`config.mk`:
```
export PLATFORM = sky130hd
export DESIGN_NAME = uhic_top
export DESIGN_NICKNAME = d
export VERILOG_FILES = /design/src/uhic_pkg.sv /design/src/uhic_stack.sv /design/src/uhic_top.sv
export SDC_FILE = /design/constraint.sdc
export NUM_CORES = 1
export LEC_CHECK = 0
export BUFFER_PORTS_ARGS = -buffer_cell sky130_fd_sc_hd__buf_4
export CAP_MARGIN = 0
export CORE_UTILIZATION = 50
export CTS_BUF_LIST = sky130_fd_sc_hd__clkbuf_4 sky130_fd_sc_hd__clkbuf_8 sky130_fd_sc_hd__clkbuf_16
export DETAILED_ROUTE_END_ITERATION = 10
export GPL_ROUTABILITY_DRIVEN = 0
export PLACE_DENSITY = 0.76
export SLEW_MARGIN = 20
export SYNTH_ARGS = -nofsm -noshare
export SYNTH_HDL_FRONTEND = slang
export SYNTH_SLANG_ARGS = --single-unit
```
`constraint.sdc`:
```
create_clock -name pclk -period 3.7 [get_ports pclk]
set_input_delay 0.37 -clock pclk [delete_from_list [all_inputs] [get_ports pclk]]
set_output_delay 0.37 -clock pclk [all_outputs]
set_load 0.03 [all_outputs]
```
`src/uhic_pkg.sv`:
```
/*
 * Package of the hub microcontroller interrupt controller: register
 * offsets, field layouts, vectors, timing counts and carrier types.
 * Assumes a 125 MHz pclk and an APB master for software access.
 */
// Summary of operation
// - Endpoint enable bits 0-2 gate A endpoints 0-2, bits 3-4 B 0-1.
// - Only presetn clears global and endpoint enable registers; bus reset does not.
// - One pending flip-flop per source, set by event, cleared by service.
// - Pending flag requests service only while its enable bit is set; DAC has none and always requests.
// - Highest-priority request is serviced after current instruction ends.
// - Service clears global enable, then pending flag, then calls vector.
// - Forced call pushes program counter plus carry and zero flags.
// - Return-from-interrupt restores PC and flags and sets global enable.
// - Disable/enable instructions touch only global enable; nesting allowed.
// - Request-pending status bit 7 shows pending requests while disabled.
// - Priority follows vector number: 1 highest, 12 lowest.
// - Reset at 0x0000; vectors 1-12 at 0x0002 to 0x0018, step two.
// - Entry latency: remaining instruction, ten call cycles, five jump.
// - Bus reset detected on SE0: maybe after 12 us, always after 16 us.
// - Bus reset sets status bit 5 and clears address and hub registers.
// - Bus reset event raised when SE0 ends; aborts power-on delay.
// - Endpoint event on final acknowledge; none if IN is unacknowledged.
// - Hub event on connect change, gated babble/resume; forced ports give no connect-change event.
// - GPIO shares one vector; one triggering pin blocks others.
// - Acknowledge leaves GPIO port enables unchanged.
// - Global enable bits: 0 reset,1 128us,2 1ms,3 hub,5 GPIO,6 I2C.
package uhic_pkg;
  localparam int UHIC_NSRC = 12;
  // Register byte addresses
  localparam logic [7:0] UHIC_A_GLOBAL_EN = 8'h00;
  localparam logic [7:0] UHIC_A_EP_EN = 8'h04;
  localparam logic [7:0] UHIC_A_PENDING = 8'h08;
  localparam logic [7:0] UHIC_A_STATUS = 8'h0c;
  localparam logic [7:0] UHIC_A_GPIO_PEN = 8'h10;
  // Field masks and positions
  localparam logic [7:0] UHIC_GEN_MASK = 8'h6f;
  localparam logic [7:0] UHIC_EPEN_MASK = 8'h1f;
  localparam int UHIC_ST_GIE = 2;
  localparam int UHIC_ST_BUSRST = 5;
  localparam int UHIC_ST_IRQP = 7;
  localparam logic [7:0] UHIC_RST8 = 8'h00;
  // Source index (vector number minus one)
  localparam int UHIC_S_BUSRST = 0;
  localparam int UHIC_S_T128 = 1;
  localparam int UHIC_S_T1MS = 2;
  localparam int UHIC_S_ADDR_A_ENDPOINT0 = 3;
  localparam int UHIC_S_HUB = 8;
  localparam int UHIC_S_DAC = 9;
  localparam int UHIC_S_GPIO = 10;
  localparam int UHIC_S_I2C = 11;
  localparam int UHIC_G_HUB = 3;
  localparam int UHIC_G_GPIO = 5;
  localparam int UHIC_G_I2C = 6;
  localparam logic [13:0] UHIC_RESET_VEC = 14'h0000;
  localparam logic [13:0] UHIC_VEC_BASE = 14'h0002;
  // Timing
  localparam int UHIC_CLK_MHZ = 125;
  localparam int UHIC_CALL_CYC = 10;
  localparam int UHIC_JMP_CYC = 5;
  localparam int UHIC_SE0_MIN_US = 12;
  localparam int UHIC_SE0_MAX_US = 16;
  // SE0 threshold: 14 us sits inside the 12..16 us window
  localparam int UHIC_SE0_CYC = (UHIC_SE0_MIN_US + UHIC_SE0_MAX_US)
                                 * UHIC_CLK_MHZ / 2;
  localparam int UHIC_SE0_W = 11;
  // Core handshake
  typedef struct packed {
    logic instr_done;
    logic di;
    logic ei;
    logic return_from_irq_instruction;
  } uhic_core_s;
  typedef struct packed {
    logic [13:0] pc;
    logic carry_flag;
    logic zero_flag;
  } uhic_frame_s;
  typedef enum logic [3:0] {
    UHIC_IDLE = 4'b0001,
    UHIC_CALL = 4'b0010,
    UHIC_JUMP = 4'b0100,
    UHIC_DONE = 4'b1000
  } uhic_state_e;
endpackage

```
`src/uhic_stack.sv`:
```
/*
 * Small stack memory that holds return frames of forced calls.
 * Assumes push and pop are never requested in the same cycle.
 */
`timescale 1ns/1ps
module uhic_stack #(
  parameter int DEPTH = 16,
  parameter int AW = 4
) (
  // Clock and reset
  input wire logic pclk,
  input wire logic presetn,
  // Access
  input wire logic push,
  input wire logic pop,
  input wire uhic_pkg::uhic_frame_s wdata,
  output uhic_pkg::uhic_frame_s rdata,
  output logic [AW:0] level
);
  import uhic_pkg::*;
  uhic_frame_s mem [DEPTH];
  logic [AW-1:0] top;

  // Frame storage
  always_ff @(posedge pclk) begin
    if (push) begin
      mem[level[AW-1:0]] <= wdata;
    end
  end

  // Registered read of the top frame
  always_ff @(posedge pclk or negedge presetn) begin
    if (!presetn) begin
      rdata <= '0;
    end else if (pop) begin
      rdata <= mem[top];
    end
  end

  assign top = level[AW-1:0] - 1'b1;

  // Fill level
  always_ff @(posedge pclk or negedge presetn) begin
    if (!presetn) begin
      level <= '0;
    end else if (push && level != (AW+1)'(DEPTH)) begin
      level <= level + 1'b1;
    end else if (pop && level != '0) begin
      level <= level - 1'b1;
    end
  end
endmodule

```
`src/uhic_top.sv`:
```
/*
 * Interrupt controller of a USB hub microcontroller: pending flags,
 * enable registers, priority pick, forced call sequence and return.
 * Assumes the core pulses instr_done at instruction ends, an APB master,
 * and event pulses from the SIE, hub, timers, GPIO and I2C logic.
 */
`timescale 1ns/1ps
module uhic_top #(
  parameter int STACK_DEPTH = 16,
  parameter int SE0_CYC = uhic_pkg::UHIC_SE0_CYC
) (
  // Clock and reset
  input wire logic pclk,
  input wire logic presetn,
  // APB slave
  input wire logic psel,
  input wire logic penable,
  input wire logic pwrite,
  input wire logic [7:0] paddr,
  input wire logic [31:0] pwdata,
  output logic [31:0] prdata,
  output logic pready,
  output logic pslverr,
  // Upstream line levels (pins)
  input wire logic up_dp,
  input wire logic up_dm,
  // Source events from same-clock logic: one-cycle pulses, except gpio_trig and the nak, port enable and forced masks, which are levels
  input wire logic tick_128us,
  input wire logic tick_1ms,
  input wire logic [4:0] ep_ack,
  input wire logic [4:0] ep_in_nak,
  input wire logic [6:0] hub_conn_chg,
  input wire logic [6:0] hub_babble,
  input wire logic [6:0] hub_resume,
  input wire logic [6:0] hub_port_en,
  input wire logic [6:0] hub_forced,
  input wire logic dac_event,
  input wire logic [7:0] gpio_trig,
  input wire logic i2c_event,
  // Processor core
  input wire uhic_pkg::uhic_core_s core,
  input wire uhic_pkg::uhic_frame_s core_state,
  output logic core_hold,
  output logic force_call,
  output logic [13:0] call_vector,
  output logic restore_valid,
  output uhic_pkg::uhic_frame_s restore_frame,
  output logic global_en,
  // Side effects of bus reset
  output logic usb_clear_regs,
  output logic abort_por_delay
);
  import uhic_pkg::*;

  logic [7:0] gen_reg;
  logic [7:0] ep_reg;
  logic [UHIC_NSRC-1:0] pending;
  logic [UHIC_NSRC-1:0] enabled;
  logic [UHIC_NSRC-1:0] req;
  logic [UHIC_NSRC-1:0] event_in;
  logic [UHIC_NSRC-1:0] clr_vec;
  logic [7:0] gpio_port_en;
  logic [7:0] gpio_latched;
  logic bus_rst_flag;
  logic [3:0] sel_idx;
  logic any_req;
  uhic_state_e state;
  logic [3:0] cnt;
  logic [3:0] svc_idx;
  logic [2:0] dp_sync;
  logic [2:0] dm_sync;
  logic se0;
  logic [UHIC_SE0_W-1:0] se0_cnt;
  logic in_reset;
  logic rst_end;
  logic apb_wr;
  logic apb_rd;
  logic push;
  uhic_frame_s stk_rdata;
  logic [$clog2(STACK_DEPTH):0] stk_level;
  logic pop_d;

  assign apb_wr = psel && penable && pwrite;
  assign apb_rd = psel && !penable && !pwrite;

  // Upstream pins pass three flops; level is taken once 2nd and 3rd agree
  always_ff @(posedge pclk or negedge presetn) begin
    if (!presetn) begin
      dp_sync <= 3'h7;
      dm_sync <= 3'h0;
      se0 <= 1'b0;
    end else begin
      dp_sync <= {dp_sync[1:0], up_dp};
      dm_sync <= {dm_sync[1:0], up_dm};
      if (dp_sync[2] == dp_sync[1] && dm_sync[2] == dm_sync[1]) begin
        se0 <= !dp_sync[2] && !dm_sync[2];
      end
    end
  end

  // SE0 duration count and bus reset detect
  always_ff @(posedge pclk or negedge presetn) begin
    if (!presetn) begin
      se0_cnt <= '0;
      in_reset <= 1'b0;
      rst_end <= 1'b0;
    end else begin
      rst_end <= 1'b0;
      if (!se0) begin
        se0_cnt <= '0;
        rst_end <= in_reset;
        in_reset <= 1'b0;
      end else if (se0_cnt == UHIC_SE0_W'(SE0_CYC - 1)) begin
        in_reset <= 1'b1;
      end else begin
        se0_cnt <= se0_cnt + 1'b1;
      end
    end
  end

  // Bus reset side effects, one pulse at detection
  always_ff @(posedge pclk or negedge presetn) begin
    if (!presetn) begin
      usb_clear_regs <= 1'b0;
      abort_por_delay <= 1'b0;
    end else begin
      usb_clear_regs <= se0 && se0_cnt == UHIC_SE0_W'(SE0_CYC - 1)
                        && !in_reset;
      abort_por_delay <= se0 && se0_cnt == UHIC_SE0_W'(SE0_CYC - 1)
                         && !in_reset;
    end
  end

  // Status bit 5 records the bus reset; software write of 1 clears
  always_ff @(posedge pclk or negedge presetn) begin
    if (!presetn) begin
      bus_rst_flag <= 1'b0;
    end else if (se0 && se0_cnt == UHIC_SE0_W'(SE0_CYC - 1)) begin
      bus_rst_flag <= 1'b1;
    end else if (apb_wr && paddr == UHIC_A_STATUS
                 && pwdata[UHIC_ST_BUSRST]) begin
      bus_rst_flag <= 1'b0;
    end
  end

  // GPIO: first triggering pin blocks others until it releases
  always_ff @(posedge pclk or negedge presetn) begin
    if (!presetn) begin
      gpio_latched <= '0;
    end else begin
      for (int i = 0; i < 8; i++) begin
        if (!gpio_trig[i] || !gpio_port_en[i]) begin
          gpio_latched[i] <= 1'b0;
        end
      end
      if (gpio_latched == '0 && (gpio_trig & gpio_port_en) != '0) begin
        gpio_latched <= gpio_trig & gpio_port_en & -(gpio_trig & gpio_port_en);
      end
    end
  end

  // Event map by source index; endpoint events only on final ack
  always_comb begin
    event_in = '0;
    event_in[UHIC_S_BUSRST] = rst_end;
    event_in[UHIC_S_T128] = tick_128us;
    event_in[UHIC_S_T1MS] = tick_1ms;
    event_in[UHIC_S_ADDR_A_ENDPOINT0 +: 5] = ep_ack & ~ep_in_nak;
    event_in[UHIC_S_HUB] = |((hub_conn_chg & ~hub_forced)
                           | ((hub_babble | hub_resume) & hub_port_en));
    event_in[UHIC_S_DAC] = dac_event;
    event_in[UHIC_S_GPIO] = gpio_latched == '0
                            && (gpio_trig & gpio_port_en) != '0;
    event_in[UHIC_S_I2C] = i2c_event;
  end

  // Pending flags: set wins over service clear; repeats collapse
  always_ff @(posedge pclk or negedge presetn) begin
    if (!presetn) begin
      pending <= '0;
    end else begin
      pending <= (pending & ~clr_vec) | event_in;
    end
  end

  // Enable map: global and endpoint registers per source, DAC always enabled
  always_comb begin
    enabled = '0;
    enabled[UHIC_S_BUSRST +: 3] = gen_reg[2:0];
    enabled[UHIC_S_ADDR_A_ENDPOINT0 +: 5] = ep_reg[4:0];
    enabled[UHIC_S_HUB] = gen_reg[UHIC_G_HUB];
    enabled[UHIC_S_DAC] = 1'b1;
    enabled[UHIC_S_GPIO] = gen_reg[UHIC_G_GPIO];
    enabled[UHIC_S_I2C] = gen_reg[UHIC_G_I2C];
  end

  assign req = pending & enabled;

  // Fixed priority, lowest index wins
  always_comb begin
    sel_idx = '0;
    any_req = |req;
    for (int i = UHIC_NSRC - 1; i >= 0; i--) begin
      if (req[i]) begin
        sel_idx = 4'(i);
      end
    end
  end

  // Control registers
  always_ff @(posedge pclk or negedge presetn) begin
    if (!presetn) begin
      gen_reg <= UHIC_RST8;
      ep_reg <= UHIC_RST8;
      gpio_port_en <= UHIC_RST8;
    end else if (apb_wr) begin
      unique case (paddr)
        UHIC_A_GLOBAL_EN: gen_reg <= pwdata[7:0] & UHIC_GEN_MASK;
        UHIC_A_EP_EN: ep_reg <= pwdata[7:0] & UHIC_EPEN_MASK;
        UHIC_A_GPIO_PEN: gpio_port_en <= pwdata[7:0];
        default: ;
      endcase
    end
  end

  // Acknowledge sequencer: wait instruction end, call, jump slot
  always_ff @(posedge pclk or negedge presetn) begin
    if (!presetn) begin
      state <= UHIC_IDLE;
      cnt <= '0;
      svc_idx <= '0;
      clr_vec <= '0;
      force_call <= 1'b0;
      call_vector <= UHIC_RESET_VEC;
      core_hold <= 1'b0;
    end else begin
      clr_vec <= '0;
      force_call <= 1'b0;
      unique case (state)
        UHIC_IDLE: begin
          if (core.instr_done && any_req && global_en) begin
            svc_idx <= sel_idx;
            clr_vec[sel_idx] <= 1'b1;
            call_vector <= UHIC_VEC_BASE + {9'h000, sel_idx, 1'b0};
            core_hold <= 1'b1;
            cnt <= 4'(UHIC_CALL_CYC - 1);
            state <= UHIC_CALL;
          end
        end
        UHIC_CALL: begin
          if (cnt == '0) begin
            force_call <= 1'b1;
            cnt <= 4'(UHIC_JMP_CYC - 1);
            state <= UHIC_JUMP;
          end else begin
            cnt <= cnt - 1'b1;
          end
        end
        UHIC_JUMP: begin
          if (cnt == '0) begin
            state <= UHIC_DONE;
          end else begin
            cnt <= cnt - 1'b1;
          end
        end
        UHIC_DONE: begin
          core_hold <= 1'b0;
          state <= UHIC_IDLE;
        end
      endcase
    end
  end

  assign push = state == UHIC_IDLE && core.instr_done && any_req && global_en;

  // Global enable: cleared on acknowledge, set by return or enable instr
  always_ff @(posedge pclk or negedge presetn) begin
    if (!presetn) begin
      global_en <= 1'b0;
    end else if (push) begin
      global_en <= 1'b0;
    end else if (core.return_from_irq_instruction || core.ei) begin
      global_en <= 1'b1;
    end else if (core.di) begin
      global_en <= 1'b0;
    end
  end

  // Return frame stack: push on call, pop on return
  uhic_stack #(
    .DEPTH(STACK_DEPTH),
    .AW($clog2(STACK_DEPTH))
  ) u_stack (
    .pclk(pclk),
    .presetn(presetn),
    .push(push),
    .pop(core.return_from_irq_instruction && !push),
    .wdata(core_state),
    .rdata(stk_rdata),
    .level(stk_level)
  );

  // Restore frame handed back two cycles after the pop
  always_ff @(posedge pclk or negedge presetn) begin
    if (!presetn) begin
      pop_d <= 1'b0;
      restore_valid <= 1'b0;
      restore_frame <= '0;
    end else begin
      pop_d <= core.return_from_irq_instruction && !push;
      restore_valid <= pop_d;
      if (pop_d) begin
        restore_frame <= stk_rdata;
      end
    end
  end

  // APB: zero wait states, unmapped reads zero with error
  always_ff @(posedge pclk or negedge presetn) begin
    if (!presetn) begin
      prdata <= '0;
      pready <= 1'b0;
      pslverr <= 1'b0;
    end else begin
      pready <= psel && !penable;
      pslverr <= 1'b0;
      if (psel && !penable) begin
        pslverr <= !(paddr inside {UHIC_A_GLOBAL_EN, UHIC_A_EP_EN,
          UHIC_A_PENDING, UHIC_A_STATUS, UHIC_A_GPIO_PEN});
      end
      if (apb_rd) begin
        prdata <= '0;
        unique case (paddr)
          UHIC_A_GLOBAL_EN: prdata[7:0] <= gen_reg;
          UHIC_A_EP_EN: prdata[7:0] <= ep_reg;
          UHIC_A_PENDING: prdata[UHIC_NSRC-1:0] <= pending;
          UHIC_A_STATUS: begin
            prdata[UHIC_ST_GIE] <= global_en;
            prdata[UHIC_ST_BUSRST] <= bus_rst_flag;
            prdata[UHIC_ST_IRQP] <= |req;
          end
          UHIC_A_GPIO_PEN: prdata[7:0] <= gpio_port_en;
          default: ;
        endcase
      end
    end
  end
endmodule

```
==> impl_metrics.env <==
export IMPL_result_of_the_run="completed"
export IMPL_multi_input_comb_area_um2=4850
export IMPL_pwr_share_seq_pct=40.6
export IMPL_synth_compound_area_share_pct=5.24
export IMPL_yosysSeqAreaShare_pct=68.0
export IMPL_worst_path_max_delay_cell="dfrtp_4"
export IMPL_cell_area_after_layout_um2=19500
export IMPL_synth_area_um2=16500
export IMPL_whs_endpoint="pending[11]"
export IMPL_pin_count=194
export IMPL_p_int_w=0.00934
export IMPL_fp_coreArea_um2=32500
export IMPL_synthSimpleGateAreaFrac_pct=6.57
export IMPL_worstSkewPairLatency_ns=0.55
export IMPL_clock_sinks=398
export IMPL_finalSetupViolations=0
export IMPL_synthDominantCellAreaShare_pct=46.5
export IMPL_clk_root_buffer_cell="clkbuf_16"
export IMPL_area_growth_syn_to_layout_pct=17.9
export IMPL_finish_cell_count_without_fillers=1661
export IMPL_place_port_buffers=140
export IMPL_worst_r2r_setup_slack_ns=0.71
export IMPL_startpoint_of_the_worst_register_to_register_path="u_stack.level[0]"
export IMPL_routed_antenna_nets=0
export IMPL_synth_enable_flop_cells=256
export IMPL_drc=0
export IMPL_synth_area_top_cells="edfxtp_1, dfrtp_1, mux4_2"
export IMPL_drt_iter0_drc=1049
export IMPL_drt_pass1_iter_count=6
export IMPL_globalRouteOverflowTotal=0
export IMPL_yosysMostFrequentCell="edfxtp_1"
export IMPL_relSlewSlack_pct=32.4
export IMPL_critPathRequiredTime_ns=4.12
export IMPL_dp_hpwl_mm=22.0
export IMPL_synthXorXnorAreaFrac_pct=0.840
export IMPL_setup_total_negative_slack_ns=0
export IMPL_power_combinational_fraction_pct=29.3
export IMPL_clock_power_share_pct=30.1
export IMPL_initial_core_utilization_pct=50.8
export IMPL_syn_mean_instance_area_um2=16.4
export IMPL_die_height_um=184
export IMPL_hold_path_startpoint="i2c_event"
export IMPL_switching_power_w=0.00380
export IMPL_achievable_frequency_ghz=0.334
export IMPL_maxCapViolations=0
export IMPL_final_setup_worst_slack_ns=0.710
export IMPL_die_x_um=184
export IMPL_synthMuxAreaShare_pct=14.7
export IMPL_power_leakage_nw=7.54
export IMPL_synth_cell_types=66
export IMPL_final_net_count=1326
export IMPL_area_of_the_die_um2=33800
export IMPL_postSynth_asyncResetShare_pct=35.7
export IMPL_crit_chain="inv_1 > ha_2 > buf_12 > mux4_2 > mux4_2 > mux2_2"
export IMPL_fin_skew_ns=0.0174
export IMPL_drt_vias_per_instance=5.74
export IMPL_buf_inv_stages_crit_path=2
export IMPL_largest_net_degree_at_the_start_of_global_routing=98
export IMPL_worst_slew_pin_transition_ns=1.00
export IMPL_worstSetupPathType="flop to flop"
export IMPL_layout_filler_cells=2403
export IMPL_clock_tree_buffer_depth=3
export IMPL_grt_setup_unrepaired="false"
export IMPL_worst_hold_slack_ns=0.0181
export IMPL_cp_slowest_stage_delay_ns=0.73
export IMPL_grt_usage_pct=21.7
export IMPL_yosysTopAreaCell="edfxtp_1"
export IMPL_route_final_wire_length_mm=35.9
export IMPL_element_type_at_the_critical_path_start="flop"
export IMPL_path_delay_family="multiplexers"
export IMPL_hold_path_class="input pin to flop"
export IMPL_initial_antenna_violation_count=1
export IMPL_htreeDepth=2
export IMPL_rr_endpoint="u_stack.rdata[2]"
export IMPL_antenna_diode_count=0
export IMPL_p_per_area_nw_per_um2=675
export IMPL_finalMaxSlewViolations=0
export IMPL_worstSetupEndpointType="flop"
export IMPL_pre_cts_ws_ns=0.736
export IMPL_final_period_utilization_pct=80.8
export IMPL_placed_area_um2=18100
export IMPL_worstHoldPathCells=2
export IMPL_global_route_wire_length_before_repair_mm=55.0
export IMPL_cts_tree="built"
export IMPL_timing_critical_path_arrival_ns=3.41
export IMPL_inst_count_dp=1576
export IMPL_main_combinational_cell_family_by_area_after_synthesis="multiplexers"
export IMPL_worst_path_most_repeated_cell="mux4_2"
export IMPL_cts_resized=0
export IMPL_synth_flop_cell="edfxtp_1"
export IMPL_cts_repair_timing_setup_buffer_count=0
export IMPL_layout_cells_sized_above_1_pct=31.2
export IMPL_route_detailed_wl_per_inst_um=21.6
export IMPL_hold_violations=0
export IMPL_hold_buffers=9
export IMPL_ff2ff_path_depth=6
export IMPL_tritoncts_buffer_count=41
export IMPL_largest_register_ff_count=256
export IMPL_swShare_pct=28.9
export IMPL_post_synth_inst_count=1005
export IMPL_synth_commonest_cells="edfxtp_1, dfrtp_1, mux4_2"
export IMPL_worst_ir_drop_vdd_mv=0.527
export IMPL_fp_row_count=66
export IMPL_ys_seq_elements=398
export IMPL_route_vias_total=9528
export IMPL_min_period_ns=2.99
export IMPL_adder_cell_share_of_the_synthesized_area_pct=1.26
export IMPL_grt_pass1_vias=9647
export IMPL_path_clk_slew_ns=0.06
export IMPL_ys_warnings_count=0
export IMPL_critical_path_peak_fanout=52
export IMPL_ff_latch_area_um2=11200
==> cell usage in the layout (no fill, tap or decap), drive strengths merged, types with 7 or more instances in the layout <==
cell type      n
edfxtp       256
buf          169
dfrtp        138
mux4          80
nand2         60
mux2          51
clkbuf        47
inv           38
nor2          38
conb          29
o21ai         29
clkinv        24
and3          23
and2          22
a21oi         18
ha            15
nand3         14
xnor2         13
a21o          10
nor3          10
o22ai          9
dlygate4sd3    9
nor2b          8
a222oi         7
nand4          7
a22oi          7
nor4           7
==> per-stage QoR <==
| stage | power, W | util [%] |
|---|---|---|
| 6_report | 0.0131 | 59.9 |
| 5_1_grt | 0.0137 | 59.9 |
| 4_1_cts | 0.0133 | 59.9 |
| 3_5_place_dp | 0.00931 | 55.6 |
| 3_3_place_gp | 0.00923 | 55.6 |
| 2_1_floorplan | 0.00824 | - |
==> power groups by stage <==
stage / Sequential (W) / Combinational (W) / Clock [W]
floorplan: 0.00547 / 0.00277 / 0
global placement: 0.00542 / 0.00382 / 0
detailed placement: 0.00543 / 0.00388 / 0
CTS: 0.00534 / 0.00392 / 0.00403
global route: 0.00538 / 0.00413 / 0.00421
finish: 0.00534 / 0.00386 / 0.00395
==> final cells by class <==
type / instances / share of cell area (%)
sequential: 398 / 57.7
multi-input combinational: 531 / 24.9
timing repair buffer: 178 / 7.12
clock buffer: 47 / 5.62
tap: 442 / 2.84
clock inverter: 29 / 1.12
inverter: 36 / 0.693
==> cells by family (layout without fill, tap and decap cells) <==
family                     after synthesis  count (layout)
AOI/OAI and AO/OA                      124             124
DFF                                    398             398
adders and majority gates               16              16
muxes                                  136             136
buffers and inverters                  104             290
xor gates and xnor gates                15              15
and+or+nand+nor                        211             211
other                                    1              29
==> how the worst max path moves through the flow <==
stage                      from               end  slack (ns)  depth (start not counted)
2_1_floorplan  u_stack.level[0]  u_stack.rdata[0]        0.73                          9
3_3_place_gp   u_stack.level[0]  u_stack.rdata[2]        0.76                          6
3_5_place_dp   u_stack.level[0]  u_stack.rdata[2]        0.74                          6
4_1_cts        u_stack.level[0]  u_stack.rdata[2]        0.72                          6
5_1_grt        u_stack.level[0]  u_stack.rdata[2]        0.62                          6
6_report       u_stack.level[0]  u_stack.rdata[2]        0.71                          6
==> layer usage <==
metal | routed length, um | track usage (%) | share of wire (%) | vias up
li1 | - | - | - | 4197
met1 | 14300 | 27.9 | 40 | 4833
met2 | 18200 | 37.1 | 51 | 406
met3 | 2360 | 3.63 | 6.6 | 90
met4 | 1090 | 8.47 | 3.0 | 2
met5 | 13 | 0 | 0.036 | -
No activity file was read; power rests on OpenSTA's default activity.
